`config.mk`:
```
export PLATFORM = sky130hd
export DESIGN_NAME = fault_status_monitor
export DESIGN_NICKNAME = d
export VERILOG_FILES = /design/src/rtl/fault_status_pkg.sv /design/src/rtl/fault_status_monitor.sv
export SDC_FILE = /design/constraint.sdc
export NUM_CORES = 1
export LEC_CHECK = 0
export BUFFER_PORTS_ARGS = -buffer_cell sky130_fd_sc_hd__buf_2
export CORE_MARGIN = 1
export CORE_UTILIZATION = 40
export DETAILED_ROUTE_END_ITERATION = 16
export HOLD_SLACK_MARGIN = 0.06
export SETUP_SLACK_MARGIN = 0.1
export SLEW_MARGIN = 40
export SYNTH_ARGS = -nofsm -noshare
export SYNTH_HDL_FRONTEND = slang
export SYNTH_SLANG_ARGS = --single-unit
```
`constraint.sdc`:
```
create_clock -name i_clock -period 3.6 [get_ports i_clock]
set_input_delay 0.72 -clock i_clock [delete_from_list [all_inputs] [get_ports i_clock]]
set_output_delay 0.72 -clock i_clock [all_outputs]
set_load 0.01 [all_outputs]
```
`src/rtl/fault_status_pkg.sv`:
```
package fault_status_pkg;

   localparam int CLK_HZ          = 50_000_000;
   localparam int OSC_HZ          = 4_000_000;
   localparam logic [5:0] TICK_STEP = 6'(OSC_HZ / 1_000_000);
   localparam logic [5:0] TICK_MOD  = 6'(CLK_HZ / 1_000_000);

   localparam int GROUND_FAULT_NS = 4_096_000;
   localparam int GROUND_STEPS    = (GROUND_FAULT_NS / 1000) * (OSC_HZ / 1_000_000);
   localparam int GL_BITS         = $clog2(GROUND_STEPS);

   localparam int HOLD_LONG_US    = 1000;
   localparam int HOLD_LONG_TICKS = HOLD_LONG_US * (OSC_HZ / 1_000_000);
   localparam int FRAME_TO_US     = 200;
   localparam int FRAME_TO_TICKS  = FRAME_TO_US * (OSC_HZ / 1_000_000);

   localparam logic [7:0] REG_CONFIG = 8'h00;
   localparam logic [7:0] REG_FLAGS  = 8'h04;
   localparam logic [7:0] REG_EVENTS = 8'h08;
   localparam logic [7:0] REG_MASK   = 8'h0c;
   localparam logic [7:0] REG_SERIAL = 8'h10;
   localparam logic [7:0] REG_TYPE   = 8'h14;

   localparam int CFG_GLE_BIT       = 0;
   localparam logic CONFIG_RESET    = 1'b0;
   localparam int SWITCH_DATA_BIT   = 6;
   localparam int EV_W              = 5;
   localparam logic [4:0] EV_RESET  = 5'h00;
   localparam logic [4:0] MASK_RESET = 5'h00;

   typedef enum logic [2:0] {
      OP_NONE       = 3'b000,
      OP_INIT       = 3'b001,
      OP_REV_INIT   = 3'b010,
      OP_ST_DISABLE = 3'b011,
      OP_ST_ENABLE  = 3'b100,
      OP_CLEAR      = 3'b101,
      OP_READ_ACCEL = 3'b110,
      OP_STATUS     = 3'b111
   } cmd_op_t;

   typedef struct packed {
      cmd_op_t    op;
      logic [7:0] data;
   } cmd_t;

   typedef struct packed {
      logic undervoltage;
      logic earth_open_flag;
      logic accel_fault;
   } fault_flags_t;

   typedef struct packed {
      logic ground_sense_pin;
      logic test_mode;
      logic hold_low;
      logic regulator_low;
      logic bus_low;
      logic fuse_fault;
      logic parity_fault;
   } pins_t;

endpackage

```
`src/rtl/fault_status_monitor.sv`:
```
// Operation
// - Ground-loss detection runs only while the ground-loss enable bit is one.
// - Sensed open chassis with detection enabled advances the 14-bit counter.
// - Sensed voltage below threshold counts the ground-loss counter back down.
// - Ground loss is declared only when the counter overflows.
// - Ground loss past 4.096 ms sets fault and earth flags, zeroes reads.
// - Short hold-supply dip sets undervoltage flag and zeroes reads, no reset.
// - Hold-supply dip over 1 ms holds reset, switch open, no answers.
// - Bus low beyond frame timeout holds reset, switch open, no answers.
// - Regulated supply low holds reset, switch open, no answers until recovery.
// - Fuse or parity fault sets accelerometer fault and zeroes reads.
// - Lockout arms only after two consecutive self-test disable commands.
// - Under lockout, fault flags stay latched until clear command or reset.
// - All timing derives from a nominal 4 MHz oscillator tick.
// - Regulator below minimum keeps device in reset and silent.
// - In test mode the ground-sense pin feeds trim serial data instead.
// - Identification data is readable at any time while active.
// - Bus switch opens on reset, closes on init command with bit six.
`timescale 1ns/10ps
module fault_status_monitor #(
   parameter int          GL_W        = fault_status_pkg::GL_BITS,
   parameter int          HOLD_TICKS  = fault_status_pkg::HOLD_LONG_TICKS,
   parameter int          FRAME_TICKS = fault_status_pkg::FRAME_TO_TICKS,
   parameter logic [31:0] SERIAL_ID   = 32'h0000_0001, // Arbitrary value
   parameter logic [7:0]  TYPE_ID     = 8'h00          // Arbitrary value
) (
   input  wire logic                           i_clock,
   input  wire logic                           i_rst,
   input  wire fault_status_pkg::pins_t        i_pins,
   input  wire logic                           i_cmd_valid,
   input  wire fault_status_pkg::cmd_t         i_cmd,
   input  wire logic [7:0]                     i_addr,
   input  wire logic [31:0]                    i_wdata,
   input  wire logic                           i_wr,
   input  wire logic                           i_rd,
   output logic [31:0]                         o_rdata,
   output logic                                o_irq,
   output fault_status_pkg::fault_flags_t      o_flags,
   output logic                                o_accel_zero,
   output logic                                o_bus_switch_closed,
   output logic                                o_hold_reset,
   output logic                                o_respond_en,
   output logic                                o_self_test_lockout,
   output logic                                o_trim_din
);
   import fault_status_pkg::*;

   localparam int HW = $clog2(HOLD_TICKS + 2);
   localparam int FW = $clog2(FRAME_TICKS + 2);

   if (GL_W < 2 || GL_W > 24 || HOLD_TICKS < 1 || FRAME_TICKS < 1) begin : g_check
      $error("fault_status_monitor: unsupported parameter values");
   end

   // Pin synchronisers; stage one is read only by stage two
   pins_t s1;
   pins_t s2;
   pins_t s3;
   pins_t clean;
   pins_t next_clean;

   always_comb begin
      for (int b = 0; b < $bits(pins_t); b++) begin
         next_clean[b] = (s2[b] == s3[b]) ? s3[b] : clean[b];
      end
   end

   always_ff @(posedge i_clock or posedge i_rst) begin
      if (i_rst) begin
         s1    <= '0;
         s2    <= '0;
         s3    <= '0;
         clean <= '0;
      end else begin
         s1    <= i_pins;
         s2    <= s1;
         s3    <= s2;
         clean <= next_clean;
      end
   end

   // Fractional divider: 50 MHz clock yields an average 4 MHz tick
   logic [5:0] tick_acc;
   logic [5:0] next_tick_acc;
   logic       tick;
   logic       next_tick;

   always_comb begin
      next_tick_acc = tick_acc + TICK_STEP;
      next_tick     = 1'b0;
      if (next_tick_acc >= TICK_MOD) begin
         next_tick_acc = next_tick_acc - TICK_MOD;
         next_tick     = 1'b1;
      end
   end

   always_ff @(posedge i_clock or posedge i_rst) begin
      if (i_rst) begin
         tick_acc <= '0;
         tick     <= 1'b0;
      end else begin
         tick_acc <= next_tick_acc;
         tick     <= next_tick;
      end
   end

   // Supply and frame timers; they run through the hold so it can release
   logic [HW-1:0] hold_cnt;
   logic [HW-1:0] next_hold_cnt;
   logic [FW-1:0] frame_cnt;
   logic [FW-1:0] next_frame_cnt;
   logic          hold;
   logic          next_hold;

   always_comb begin
      next_hold_cnt  = hold_cnt;
      next_frame_cnt = frame_cnt;
      if (!clean.hold_low) begin
         next_hold_cnt = '0;
      end else if (tick && hold_cnt <= HW'(HOLD_TICKS)) begin
         next_hold_cnt = hold_cnt + 1'b1;
      end
      if (!clean.bus_low) begin
         next_frame_cnt = '0;
      end else if (tick && frame_cnt <= FW'(FRAME_TICKS)) begin
         next_frame_cnt = frame_cnt + 1'b1;
      end
      next_hold = clean.regulator_low
                | (hold_cnt > HW'(HOLD_TICKS))
                | (frame_cnt > FW'(FRAME_TICKS));
   end

   always_ff @(posedge i_clock or posedge i_rst) begin
      if (i_rst) begin
         hold_cnt  <= '0;
         frame_cnt <= '0;
         hold      <= 1'b0;
      end else begin
         hold_cnt  <= next_hold_cnt;
         frame_cnt <= next_frame_cnt;
         hold      <= next_hold;
      end
   end

   // Fault core; the supply hold acts as a continuous internal reset
   logic            gle;
   logic [GL_W-1:0] gl_cnt;
   logic [GL_W-1:0] next_gl_cnt;
   logic            earth;
   logic            next_earth;
   fault_flags_t    flags;
   fault_flags_t    next_flags;
   fault_flags_t    live;
   logic            lockout;
   logic            next_lockout;
   logic            prev_dis;
   logic            next_prev_dis;
   logic            sw;
   logic            next_sw;
   logic            trim;
   logic            next_trim;
   logic            zero;
   logic            next_zero;
   logic            respond;
   logic            next_respond;
   logic            cmd_ok;
   logic            clr;
   logic            dis;
   logic            ovf;

   always_comb begin
      cmd_ok        = i_cmd_valid && !hold;
      clr           = cmd_ok && i_cmd.op == OP_CLEAR;
      dis           = cmd_ok && i_cmd.op == OP_ST_DISABLE;
      ovf           = 1'b0;
      next_gl_cnt   = gl_cnt;
      next_lockout  = lockout;
      next_prev_dis = prev_dis;
      next_sw       = sw;
      next_trim     = clean.test_mode & clean.ground_sense_pin;
      if (gle && !clean.test_mode && tick) begin
         if (clean.ground_sense_pin) begin
            if (gl_cnt == '1) begin
               ovf = 1'b1;
            end else begin
               next_gl_cnt = gl_cnt + 1'b1;
            end
         end else if (gl_cnt != '0) begin
            next_gl_cnt = gl_cnt - 1'b1;
         end
      end
      next_earth = (earth & ~clr) | ovf;
      live.undervoltage    = clean.hold_low;
      live.earth_open_flag = earth;
      live.accel_fault     = earth | clean.fuse_fault | clean.parity_fault;
      if (lockout) begin
         next_flags = (flags & ~{$bits(fault_flags_t){clr}}) | live;
      end else begin
         next_flags = live;
      end
      if (cmd_ok) begin
         next_prev_dis = dis;
         if (dis && prev_dis) begin
            next_lockout = 1'b1;
         end
         if ((i_cmd.op == OP_INIT || i_cmd.op == OP_REV_INIT) && i_cmd.data[SWITCH_DATA_BIT]) begin
            next_sw = 1'b1;
         end
      end
      if (hold) begin
         next_gl_cnt   = '0;
         next_earth    = 1'b0;
         next_flags    = '0;
         next_lockout  = 1'b0;
         next_prev_dis = 1'b0;
         next_sw       = 1'b0;
      end
      next_zero = |next_flags;
      // Answers stop on the same edge as the hold rises
      next_respond = !next_hold;
   end

   always_ff @(posedge i_clock or posedge i_rst) begin
      if (i_rst) begin
         gl_cnt   <= '0;
         earth    <= 1'b0;
         flags    <= '0;
         lockout  <= 1'b0;
         prev_dis <= 1'b0;
         sw       <= 1'b0;
         trim     <= 1'b0;
         zero     <= 1'b0;
         respond  <= 1'b0;
      end else begin
         gl_cnt   <= next_gl_cnt;
         earth    <= next_earth;
         flags    <= next_flags;
         lockout  <= next_lockout;
         prev_dis <= next_prev_dis;
         sw       <= next_sw;
         trim     <= next_trim;
         zero     <= next_zero;
         respond  <= next_respond;
      end
   end

   // Register port, sticky events and interrupt
   logic [EV_W-1:0] events;
   logic [EV_W-1:0] next_events;
   logic [EV_W-1:0] mask;
   logic [EV_W-1:0] next_mask;
   logic [EV_W-1:0] ev;
   logic            next_gle;
   logic [31:0]     rdata;
   logic [31:0]     next_rdata;
   logic            irq;
   logic            next_irq;

   always_comb begin
      ev = {next_lockout & ~lockout, next_hold & ~hold,
            next_flags.accel_fault & ~flags.accel_fault,
            next_flags.undervoltage & ~flags.undervoltage,
            next_earth & ~earth};
      next_gle    = gle;
      next_mask   = mask;
      next_events = events;
      if (i_wr && i_addr == REG_CONFIG) begin
         next_gle = i_wdata[CFG_GLE_BIT];
      end
      if (i_wr && i_addr == REG_MASK) begin
         next_mask = i_wdata[EV_W-1:0];
      end
      if (i_wr && i_addr == REG_EVENTS) begin
         next_events = events & ~i_wdata[EV_W-1:0];
      end
      // Set after clear so a coincident event survives
      next_events = next_events | ev;
      next_irq    = |(next_events & next_mask);
      next_rdata  = '0;
      if (i_rd) begin
         unique case (i_addr)
            REG_CONFIG: next_rdata = {31'h0, gle};
            REG_FLAGS:  next_rdata = {26'h0, lockout, hold, sw, flags};
            REG_EVENTS: next_rdata = {27'h0, events};
            REG_MASK:   next_rdata = {27'h0, mask};
            REG_SERIAL: next_rdata = SERIAL_ID;
            REG_TYPE:   next_rdata = {24'h0, TYPE_ID};
            default:    next_rdata = '0;
         endcase
      end
   end

   always_ff @(posedge i_clock or posedge i_rst) begin
      if (i_rst) begin
         gle    <= CONFIG_RESET;
         mask   <= MASK_RESET;
         events <= EV_RESET;
         rdata  <= '0;
         irq    <= 1'b0;
      end else begin
         gle    <= next_gle;
         mask   <= next_mask;
         events <= next_events;
         rdata  <= next_rdata;
         irq    <= next_irq;
      end
   end

   assign o_rdata             = rdata;
   assign o_irq               = irq;
   assign o_flags             = flags;
   assign o_accel_zero        = zero;
   assign o_bus_switch_closed = sw;
   assign o_hold_reset        = hold;
   assign o_respond_en        = respond;
   assign o_self_test_lockout = lockout;
   assign o_trim_din          = trim;
endmodule

```
# ---- Word level (Yosys, flattened, before mapping)
# Index checks and enable logic that the tools add are counted.
dict set report totals {
  regBits 126
  latch_bits 0
  ram_bits 0
  rom_bits 0
  output_inout_bits 42
  mem_count 0
}
dict set report op_classes {
  add_sub_neg 6
  mul 0
  div 0
  magnitude_cmp 5
  eq_ne 19
  shift 0
  n_mux 29
  bitwise 25
  reduce_logical 26
}
# op count
set op_table {}
lappend op_table {{14-bit 2-to-1 mux} 5}
lappend op_table {{6-bit one-hot mux with 5 select lines} 1}
lappend op_table {{12-bit 2-to-1 mux} 2}
lappend op_table {{10-bit 2-to-1 mux} 2}
lappend op_table {{8-bit by 4-bit equality test with 1-bit output (second input constant)} 2}
lappend op_table {{14-bit by 1-bit adder with 14-bit output (second input constant)} 1}
lappend op_table {{14-bit equality test (second input constant)} 1}
lappend op_table {{14-bit nonzero test} 1}
lappend op_table {{14-bit by 1-bit subtractor with 14-bit output (second input constant)} 1}
lappend op_table {{1-bit 2-to-1 mux} 13}
lappend op_table {{12-bit by 1-bit adder with 12-bit output (second input constant)} 1}
lappend op_table {{12-bit > comparator (second input constant)} 1}
lappend op_table {{12-bit less-or-equal comparator (second input constant)} 1}
lappend op_table {{1-bit logical AND} 12}
lappend op_table {{6-bit 2-to-1 mux} 2}
lappend op_table {{10-bit by 1-bit adder with 10-bit output (second input constant)} 1}
lappend op_table {{5-bit AND} 2}
lappend op_table {{10-bit > comparator (second input constant)} 1}
lappend op_table {{10-bit less-or-equal comparator (second input constant)} 1}
lappend op_table {{5-bit 2-to-1 mux} 2}
lappend op_table {{8-bit by 3-bit equality test with 1-bit output (second input constant)} 1}
lappend op_table {{8-bit by 5-bit equality test with 1-bit output (second input constant)} 1}
lappend op_table {{8-bit logical NOT} 1}
lappend op_table {{1-bit AND} 7}
lappend op_table {{other kinds (25)} 47}

# ---- Longest topological paths before layout
# Gate-level depths: netlist of the first run.
dict set report depth {
  word_depth 12
  ltp_mapped 8
}

# ---- Worst setup path after synthesis of the first run
# OpenSTA, ideal clock, no wires.
dict set report synth_timing {
  path_type {register -> register}
  from {register clean[6] (netlist name)}
  to {register gl_cnt[11]}
  setup_ns 0.069
  t_arrival_ns 2.391
  required_time_ns 3.531
  slack_ns 1.141
  stages_incl_launch_ff 9
  period_less_slack_ns 2.459
  cell_sequence {dfrtp_1 inv_1 ha_1 a21o_1 a21oi_1 a21oi_1 o31a_1 or4_1 nand3_1}
}
dict set report synth_between {
  elab_chain_cells 3
  word_cells_on_any_way 6
  cone_classes {eq/ne (1); mux (3); reduce/logical (2)}
}
# item line
set synth_rtl {}
lappend synth_rtl {{start: declaration} fault_status_monitor.sv:59} ;# pins_t clean;
lappend synth_rtl {{start signal: assignment} fault_status_monitor.sv:78} ;# clean <= next_clean;
lappend synth_rtl {{14-bit 2-to-1 mux} fault_status_monitor.sv:182} ;# if (clean.ground_sense_pin) begin
lappend synth_rtl {{14-bit 2-to-1 mux} fault_status_monitor.sv:181} ;# if (gle && !clean.test_mode && tick) begin
lappend synth_rtl {{14-bit 2-to-1 mux} fault_status_monitor.sv:210} ;# if (hold) begin
lappend synth_rtl {{end signal: assignment} fault_status_monitor.sv:235} ;# gl_cnt <= next_gl_cnt;
lappend synth_rtl {{end: declaration} fault_status_monitor.sv:147} ;# logic [GL_W-1:0] gl_cnt;
# Several ways; a longest one is shown, not always the timed one. The select of a mux whose other input is x is not followed.
# A chain may end at the register's enable or synchronous reset.

# ---- Worst setup path after layout of the first run
dict set report layout_timing {
  from {register clean[6] (netlist name)}
  to {register gl_cnt[12]}
}
# Same word-level chain as after synthesis.

==> results of run 1 <==
[path summary, 6_finish.rpt]
path,start,end,cells after the start
max in group asynchronous,i_rst,gle$_DFFE_PP0P_,3
setup / recovery,clean[6]$_DFFE_PP0N_,gl_cnt[12]$_DFFE_PP0P_,8
hold reg to reg,s1[5]$_DFF_PP0_,s2[5]$_DFF_PP0_,0
hold / removal,s1[5]$_DFF_PP0_,s2[5]$_DFF_PP0_,0
min in group asynchronous,i_rst,s1[1]$_DFF_PP0_,2
setup reg to reg,clean[6]$_DFFE_PP0N_,gl_cnt[12]$_DFFE_PP0P_,8
[through the flow]
stage	cell area (sq um)	util, %	hold slack [ps]	setup slack [ps]	total power [mW]
finish	5613	46.34	349.4	702.9	2.269
global route	5613	46.34	352.6	473.6	2.363
CTS	5613	46.34	350.9	724.2	2.305
detailed placement	5329	44.00	334.7	732.2	1.369
global placement	5329	44.00	332.2	788.8	1.363
floorplan	5087	-	331.2	289.6	1.322
[kinds of logic (layout without fill, tap and decap cells)]
| kind of cell | count (synthesis) | in the layout |
|---|---|---|
| xor+xnor | 23 | 23 |
| buf+inv | 56 | 84 |
| flops | 99 | 99 |
| other cells | 1 | 26 |
| simple gates | 180 | 180 |
| mux | 8 | 8 |
| compound gates | 91 | 91 |
| fa+ha+maj | 28 | 28 |
[layout make-up]
| type | instances | area [sq um] |
|---|---|---|
| inverter | 20 | 77.57 |
| clock buffer | 10 | 229.0 |
| multi-input combinational | 356 | 2301 |
| fill | 1159 | 6499 |
| clock inverter | 6 | 55.05 |
| sequential | 99 | 2477 |
| timing repair buffer | 48 | 262.8 |
| tap | 168 | 210.2 |
[registers in the layout, summed over array words and instances, names as in the netlist]
signal	flops
clean	7
gle	1
s2	7
hold_cnt	12
frame_cnt	10
o_self_test_lockout	1
o_rdata	6
earth	1
mask	5
s1	7
prev_dis	1
events	5
tick_acc	5
tick	1
o_flags	3
s3	7
o_accel_zero	1
o_respond_en	1
o_irq	1
o_trim_din	1
gl_cnt	14
o_hold_reset	1
o_bus_switch_closed	1
[Yosys cell counts (all sizes together) (3+ instances only)]
cell type  number
inv            20
o21ai          20
clkbuf          9
nand2b          4
a21boi          5
o211ai          3
nand2          38
buf            27
a222oi          4
nor4            7
a21oi          26
ha             20
a21o            4
nor3           11
and3           16
nor2           27
nand4          15
xnor2          16
a211oi          3
mux2            5
dfrtp          99
maj3            7
or3             6
a31oi           3
xor2            7
nand3          18
and2           19
nor2b           5
mux2i           3
o21a            5
[power by group through the flow]
stage | logic, mW | clock network, mW | registers, mW
6_report | 0.164 | 0.924 | 1.18
5_1_grt | 0.188 | 0.989 | 1.19
4_1_cts | 0.166 | 0.958 | 1.18
3_5_place_dp | 0.165 | 0 | 1.20
3_3_place_gp | 0.161 | 0 | 1.20
2_1_floorplan | 0.133 | 0 | 1.19
[layer usage]
metal | vias up | global-route usage [%] | routed length [um]
met3 | 12 | 2.922 | 500
li1 | 1791 | - | -
met4 | 0 | 6.842 | 166
met1 | 1745 | 23.39 | 4903
met2 | 110 | 24.84 | 4138
met5 | - | 0 | 0
==> metrics.md, run 1 <==
| Metric | Value |
|---|---|
| NumNets Final | 618 |
| Die width | 113.7 um |
| Clock root buffer | clkbuf_16 |
| Final Max Tran Viols | 0 |
| Clock Pin Slew Worst Setup and Hold Paths | 70 ps |
| # rows | 40 |
| Residual DRC count | 0 |
| Worst Hold Class | flip-flop to flip-flop |
| WP buf/inv | 1 |
| DP Cell Count | 691 |
| P_int | 1.690 mW |
| Predominant post-synthesis flop cell | dfrtp_1 |
| Worst path slowest cell | dfrtp_1 |
| Mapped Cells | 486 |
| Commonest non-fill, non-tap cell in the layout | dfrtp_1 |
| Final wirelength | 9708 um |
| Skew-Pair Late Insertion Delay | 340 ps |
| CTS Buffer Depth | 2 |
| Pwr dens | 404.2 mW/mm^2 |
| XOR/XNOR share of the synthesized area | 4.034% |
| Vias in the first global route | 3,465 |
| Via density | 5.174 |
| Area grow syn2layout | 12.40% |
| Crit path cell chain | inv_1 -> ha_1 -> nor2b_1 -> o31a_1 -> o21ai_0 -> nand4b_1 -> a2111oi_0 -> a311o_1 |
| Core ar. | 0.01211 sq mm |
| Max cap viols | 0 |
| Post-CTS setup buffers | 0 |
| Slew HR | 48.41% |
| Worst setup EP type | flip-flop |
| Static Leak | 2.596 nW |
| Required time worst endpoint | 3830 ps |
| Post-Synth Simple-Gate Area | 19.39% |
| CTS Hold Bufs | 0 |
| Critical path class | flip-flop to flip-flop |
| Synth area leaders | dfrtp_1 (50%), ha_1 (5.0%), buf_4 (3.9%) |
| Die H | 113.7 um |
| Port buffer count | 44 |
| Total track usage | 16.46% |
| Total congestion overflow | 0 |
| Layout cells sized above 1 | 14.10% |
| Startpoint types | flip-flop |
| Unique masters post-synth | 55 |
| Min cycle time layout | 2897 ps |
| Global-route wire length before repair | 16,660 um |
| Fin cells | 707 |
| Largest family of logic cells by synthesized area | simple AND/OR/NAND/NOR gates |
| Die outline area | 0.01293 sq mm |
| Clk pwr share | 40.7% |
| Mux share of post-synthesis cell area | 1.729% |
| CTS buffer count | 9 |
| FMAX | 345.2 MHz |
| Fin crit share | 80.47% |
| Post-synth EDFFs | 0 |
| NetSw | 578.7 uW |
| Synth Area in Adders | 6.815% |
| Layout Skew | 7.104 ps |
| Yosys warning total | 0 |
| DRT iter0 DRCs | 225 |
| Crit Path Max Fanout | 14 |
| Synth Area in Compound Gates | 12.15% |
| Mean Syn Cell Area | 10.27 sq um |
| Via count | 3,658 |
| Reg power frac | 52.0% |
| Status | completed |
| Clk sink count | 99 |
| Final setup TNS | 0 ps |
| Final hold vios | 0 |
| Worst-Margin Slew | 773.9 ps |
| R2r setup slk | 700 ps |
| FF+latch count, synth | 99 |
| H-tree lvl count | 3 |
| Sequential share of the synthesized area | 49.61% |
| CP top delay family | compound AO/OA/AOI/OAI gates |
| RSZ-0062 raised after global routing | false |
| # diodes | 0 |
| Most frequent cells in the layout | dfrtp_1 (99), buf_2 (44), nand2_1 (38) |
| Drt first pass iters | 6 |
| WL/cell | 13.73 um |
| Initial core utilization | 41.23% |
| CTS tree | yes |
| Cell Area, Synth | 0.004994 sq mm |
| Cell taking the most area after synthesis | dfrtp_1 |
| Asr flop ratio synth | 100.0% |
| Delay of the slowest critical-path stage | 480 ps |
| Largest net degree at the start of global routing | 58 |
| Final ANT Viol Nets | 0 |
| I/O pin count | 105 |
| Crit path DAT | 3130 ps |
| Peak supply drop | 0.0002192 V |
| Post-synth top area share | 49.61% |
| Gate power share | 7.2% |
| Gpl congestion | 0.8572 |
| # setup viols final | 0 |
| Detailed placement HPWL | 6872 um |
| Post_cts resized | 0 |
| Sw Share | 25.51% |
| Initial antenna violation count | 0 |
(Power assumes the default switching activity.)
==> run 2: changes to the inputs <==
==> constraint.sdc (replaced) <==
create_clock -name i_clock -period 3 [get_ports i_clock]
set_input_delay 0.6 -clock i_clock [delete_from_list [all_inputs] [get_ports i_clock]]
set_output_delay 0.6 -clock i_clock [all_outputs]
set_load 0.01 [all_outputs]
==> metrics.md, run 2 (same netlist as run 1, synthesis figures left out) <==
| Metric | Value |
|---|---|
| Status | completed |
| Fin crit share | 85.05% |
| Initial antenna violation count | 0 |
| FF-to-FF path depth | 8 |
| Area grow syn2layout | 13.31% |
| Post_cts resized | 0 |
| Critical path class | flip-flop to flip-flop |
| CTS buffer count | 9 |
| Peak supply drop | 0.0002591 V |
| Filler cell count | 1,178 |
| Most frequent cells in the layout | dfrtp_1 (99), buf_2 (44), nand2_1 (38) |
| Clk sink count | 99 |
| Worst path slowest cell | or4_1 |
| CP top delay family | compound AO/OA/AOI/OAI gates |
| Final wirelength | 10,050 um |
| Reg-to-Reg Start | clean[6]$_DFFE_PP0N_ |
| Total track usage | 16.84% |
| I/O pin count | 105 |
| Worst Hold Class | primary input to asynchronous set/reset pin |
| RSZ-0062 raised after global routing | false |
| WL/cell | 14.07 um |
| Final setup TNS | 0 ps |
| Via density | 5.151 |
| Vias in the first global route | 3,514 |
| R2r setup slk | 450 ps |
| Clock root buffer | clkbuf_16 |
| Worst setup EP type | flip-flop |
| Layout Skew | 8.831 ps |
| Slew HR | 50.80% |
| Drt first pass iters | 4 |
| Largest Register | gl_cnt |
| Min cycle time layout | 2551 ps |
| WP buf/inv | 1 |
| Crit Path Max Fanout | 8 |
| Reg2reg end | gl_cnt[11]$_DFFE_PP0P_ |
| Die width | 113.7 um |
| CTS Buffer Depth | 2 |
| Final Max Tran Viols | 0 |
| Max reg flops | 14 |
| # rows | 40 |
| Detailed placement HPWL | 7343 um |
| NumNets Final | 625 |
| Die H | 113.7 um |
| # diodes | 0 |
| Commonest non-fill, non-tap cell in the layout | dfrtp_1 |
| H-tree lvl count | 3 |
| DRT iter0 DRCs | 285 |
| Skew-Pair Late Insertion Delay | 340 ps |
| Crit path cell chain | inv_1 -> ha_1 -> a21o_1 -> a21oi_1 -> a21oi_1 -> o31a_1 -> or4_1 -> nand3_1 |
| Most used cell, CP | a21oi_1 |
| Static Leak | 2.622 nW |
| Startpoint types | flip-flop |
| Worst-Margin Slew | 732.4 ps |
| Required time worst endpoint | 3280 ps |
| Port buffer count | 44 |
| Design Power | 2.708 mW |
| Via count | 3,678 |
| CTS tree | yes |
| Max cap viols | 0 |
| Initial core utilization | 41.23% |
| FMAX | 391.9 MHz |
| Global-route wire length before repair | 17,190 um |
| Delay of the slowest critical-path stage | 470 ps |
| Final ANT Viol Nets | 0 |
| Largest net degree at the start of global routing | 41 |
| Crit path DAT | 2830 ps |
| Largest regs | gl_cnt: 14 flops, hold_cnt: 12 flops, frame_cnt: 10 flops |
| Final hold vios | 0 |
| CTS Hold Bufs | 0 |
| Post-CTS setup buffers | 0 |
| Pwr dens | 478.5 mW/mm^2 |
| Gpl congestion | 0.8291 |
| Layout cells sized above 1 | 15.20% |
| Residual DRC count | 0 |
| Clock Pin Slew Worst Setup and Hold Paths | 70 ps |
| Total congestion overflow | 0 |
| # setup viols final | 0 |
| Die outline area | 0.01293 sq mm |
| Core ar. | 0.01211 sq mm |
run 2: cell count changes in the layout (fill, tap and decap cells not counted):
cell        change
clkinv_2        +1
inv_6           +1
clkinvlp_4      +1
inv_4           -1
inv_8           -2
buf_4           +7
run 2: stage by stage:
| step | setup slack, ps | instance area, sq um | util (%) | hold slack, ps | cells |
|---|---|---|---|---|---|
| global route | 318.3 | 5658 | 46.71 | 241.6 | 714 |
| floorplan | 540.7 | 5091 | - | 331.2 | 511 |
| global placement | 523.4 | 5383 | 44.44 | 333.7 | 698 |
| detailed placement | 410.3 | 5383 | 44.44 | 334.7 | 698 |
| CTS | 438.6 | 5658 | 46.71 | 230.4 | 714 |
| finish | 448.5 | 5658 | 46.71 | 229.2 | 714 |
run 2: worst max-delay path by stage:
stage                    startpoint                     end  depth (start not counted)
2_1_floorplan  clean[6]$_DFFE_PP0N_  gl_cnt[11]$_DFFE_PP0P_                          8
3_3_place_gp              i_addr[5]         o_irq$_DFF_PP0_                          6
3_5_place_dp              i_addr[5]         o_irq$_DFF_PP0_                          6
4_1_cts        clean[6]$_DFFE_PP0N_  gl_cnt[11]$_DFFE_PP0P_                          8
5_1_grt        clean[6]$_DFFE_PP0N_  gl_cnt[11]$_DFFE_PP0P_                          8
6_report       clean[6]$_DFFE_PP0N_  gl_cnt[11]$_DFFE_PP0P_                          8
run 2: where the power goes:
| group | switching (mW) | leakage, nW | internal (mW) |
|---|---|---|---|
| Clock | 0.513 | 0.130 | 0.570 |
| Combinational | 0.133 | 1.22 | 0.0800 |
| Sequential | 0.0362 | 1.27 | 1.37 |
| Total | 0.683 | 2.62 | 2.03 |
run 2: cell type report:
cell class                      count  area [sq um]  area share [%]
Timing Repair Buffer               55         315.3           5.573
Inverter                           20         78.83           1.393
Clock inverter                      6         46.29          0.8182
Clock buffer                       10         229.0           4.047
Multi-Input combinational cell    356          2301           40.67
Sequential cell                    99          2477           43.79
Tap cell                          168         210.2           3.715
run 2: routing by layer:
metal / vias to the layer above / routed length, um / part of all wire, % / GRT usage [%]
li1: 1789 / - / - / -
met1: 1761 / 4992 / 50 / 24.05
met2: 118 / 4408 / 44 / 25.49
met3: 10 / 502 / 5.0 / 2.710
met4: 0 / 144 / 1.4 / 6.930
met5: - / 0 / 0 / 0
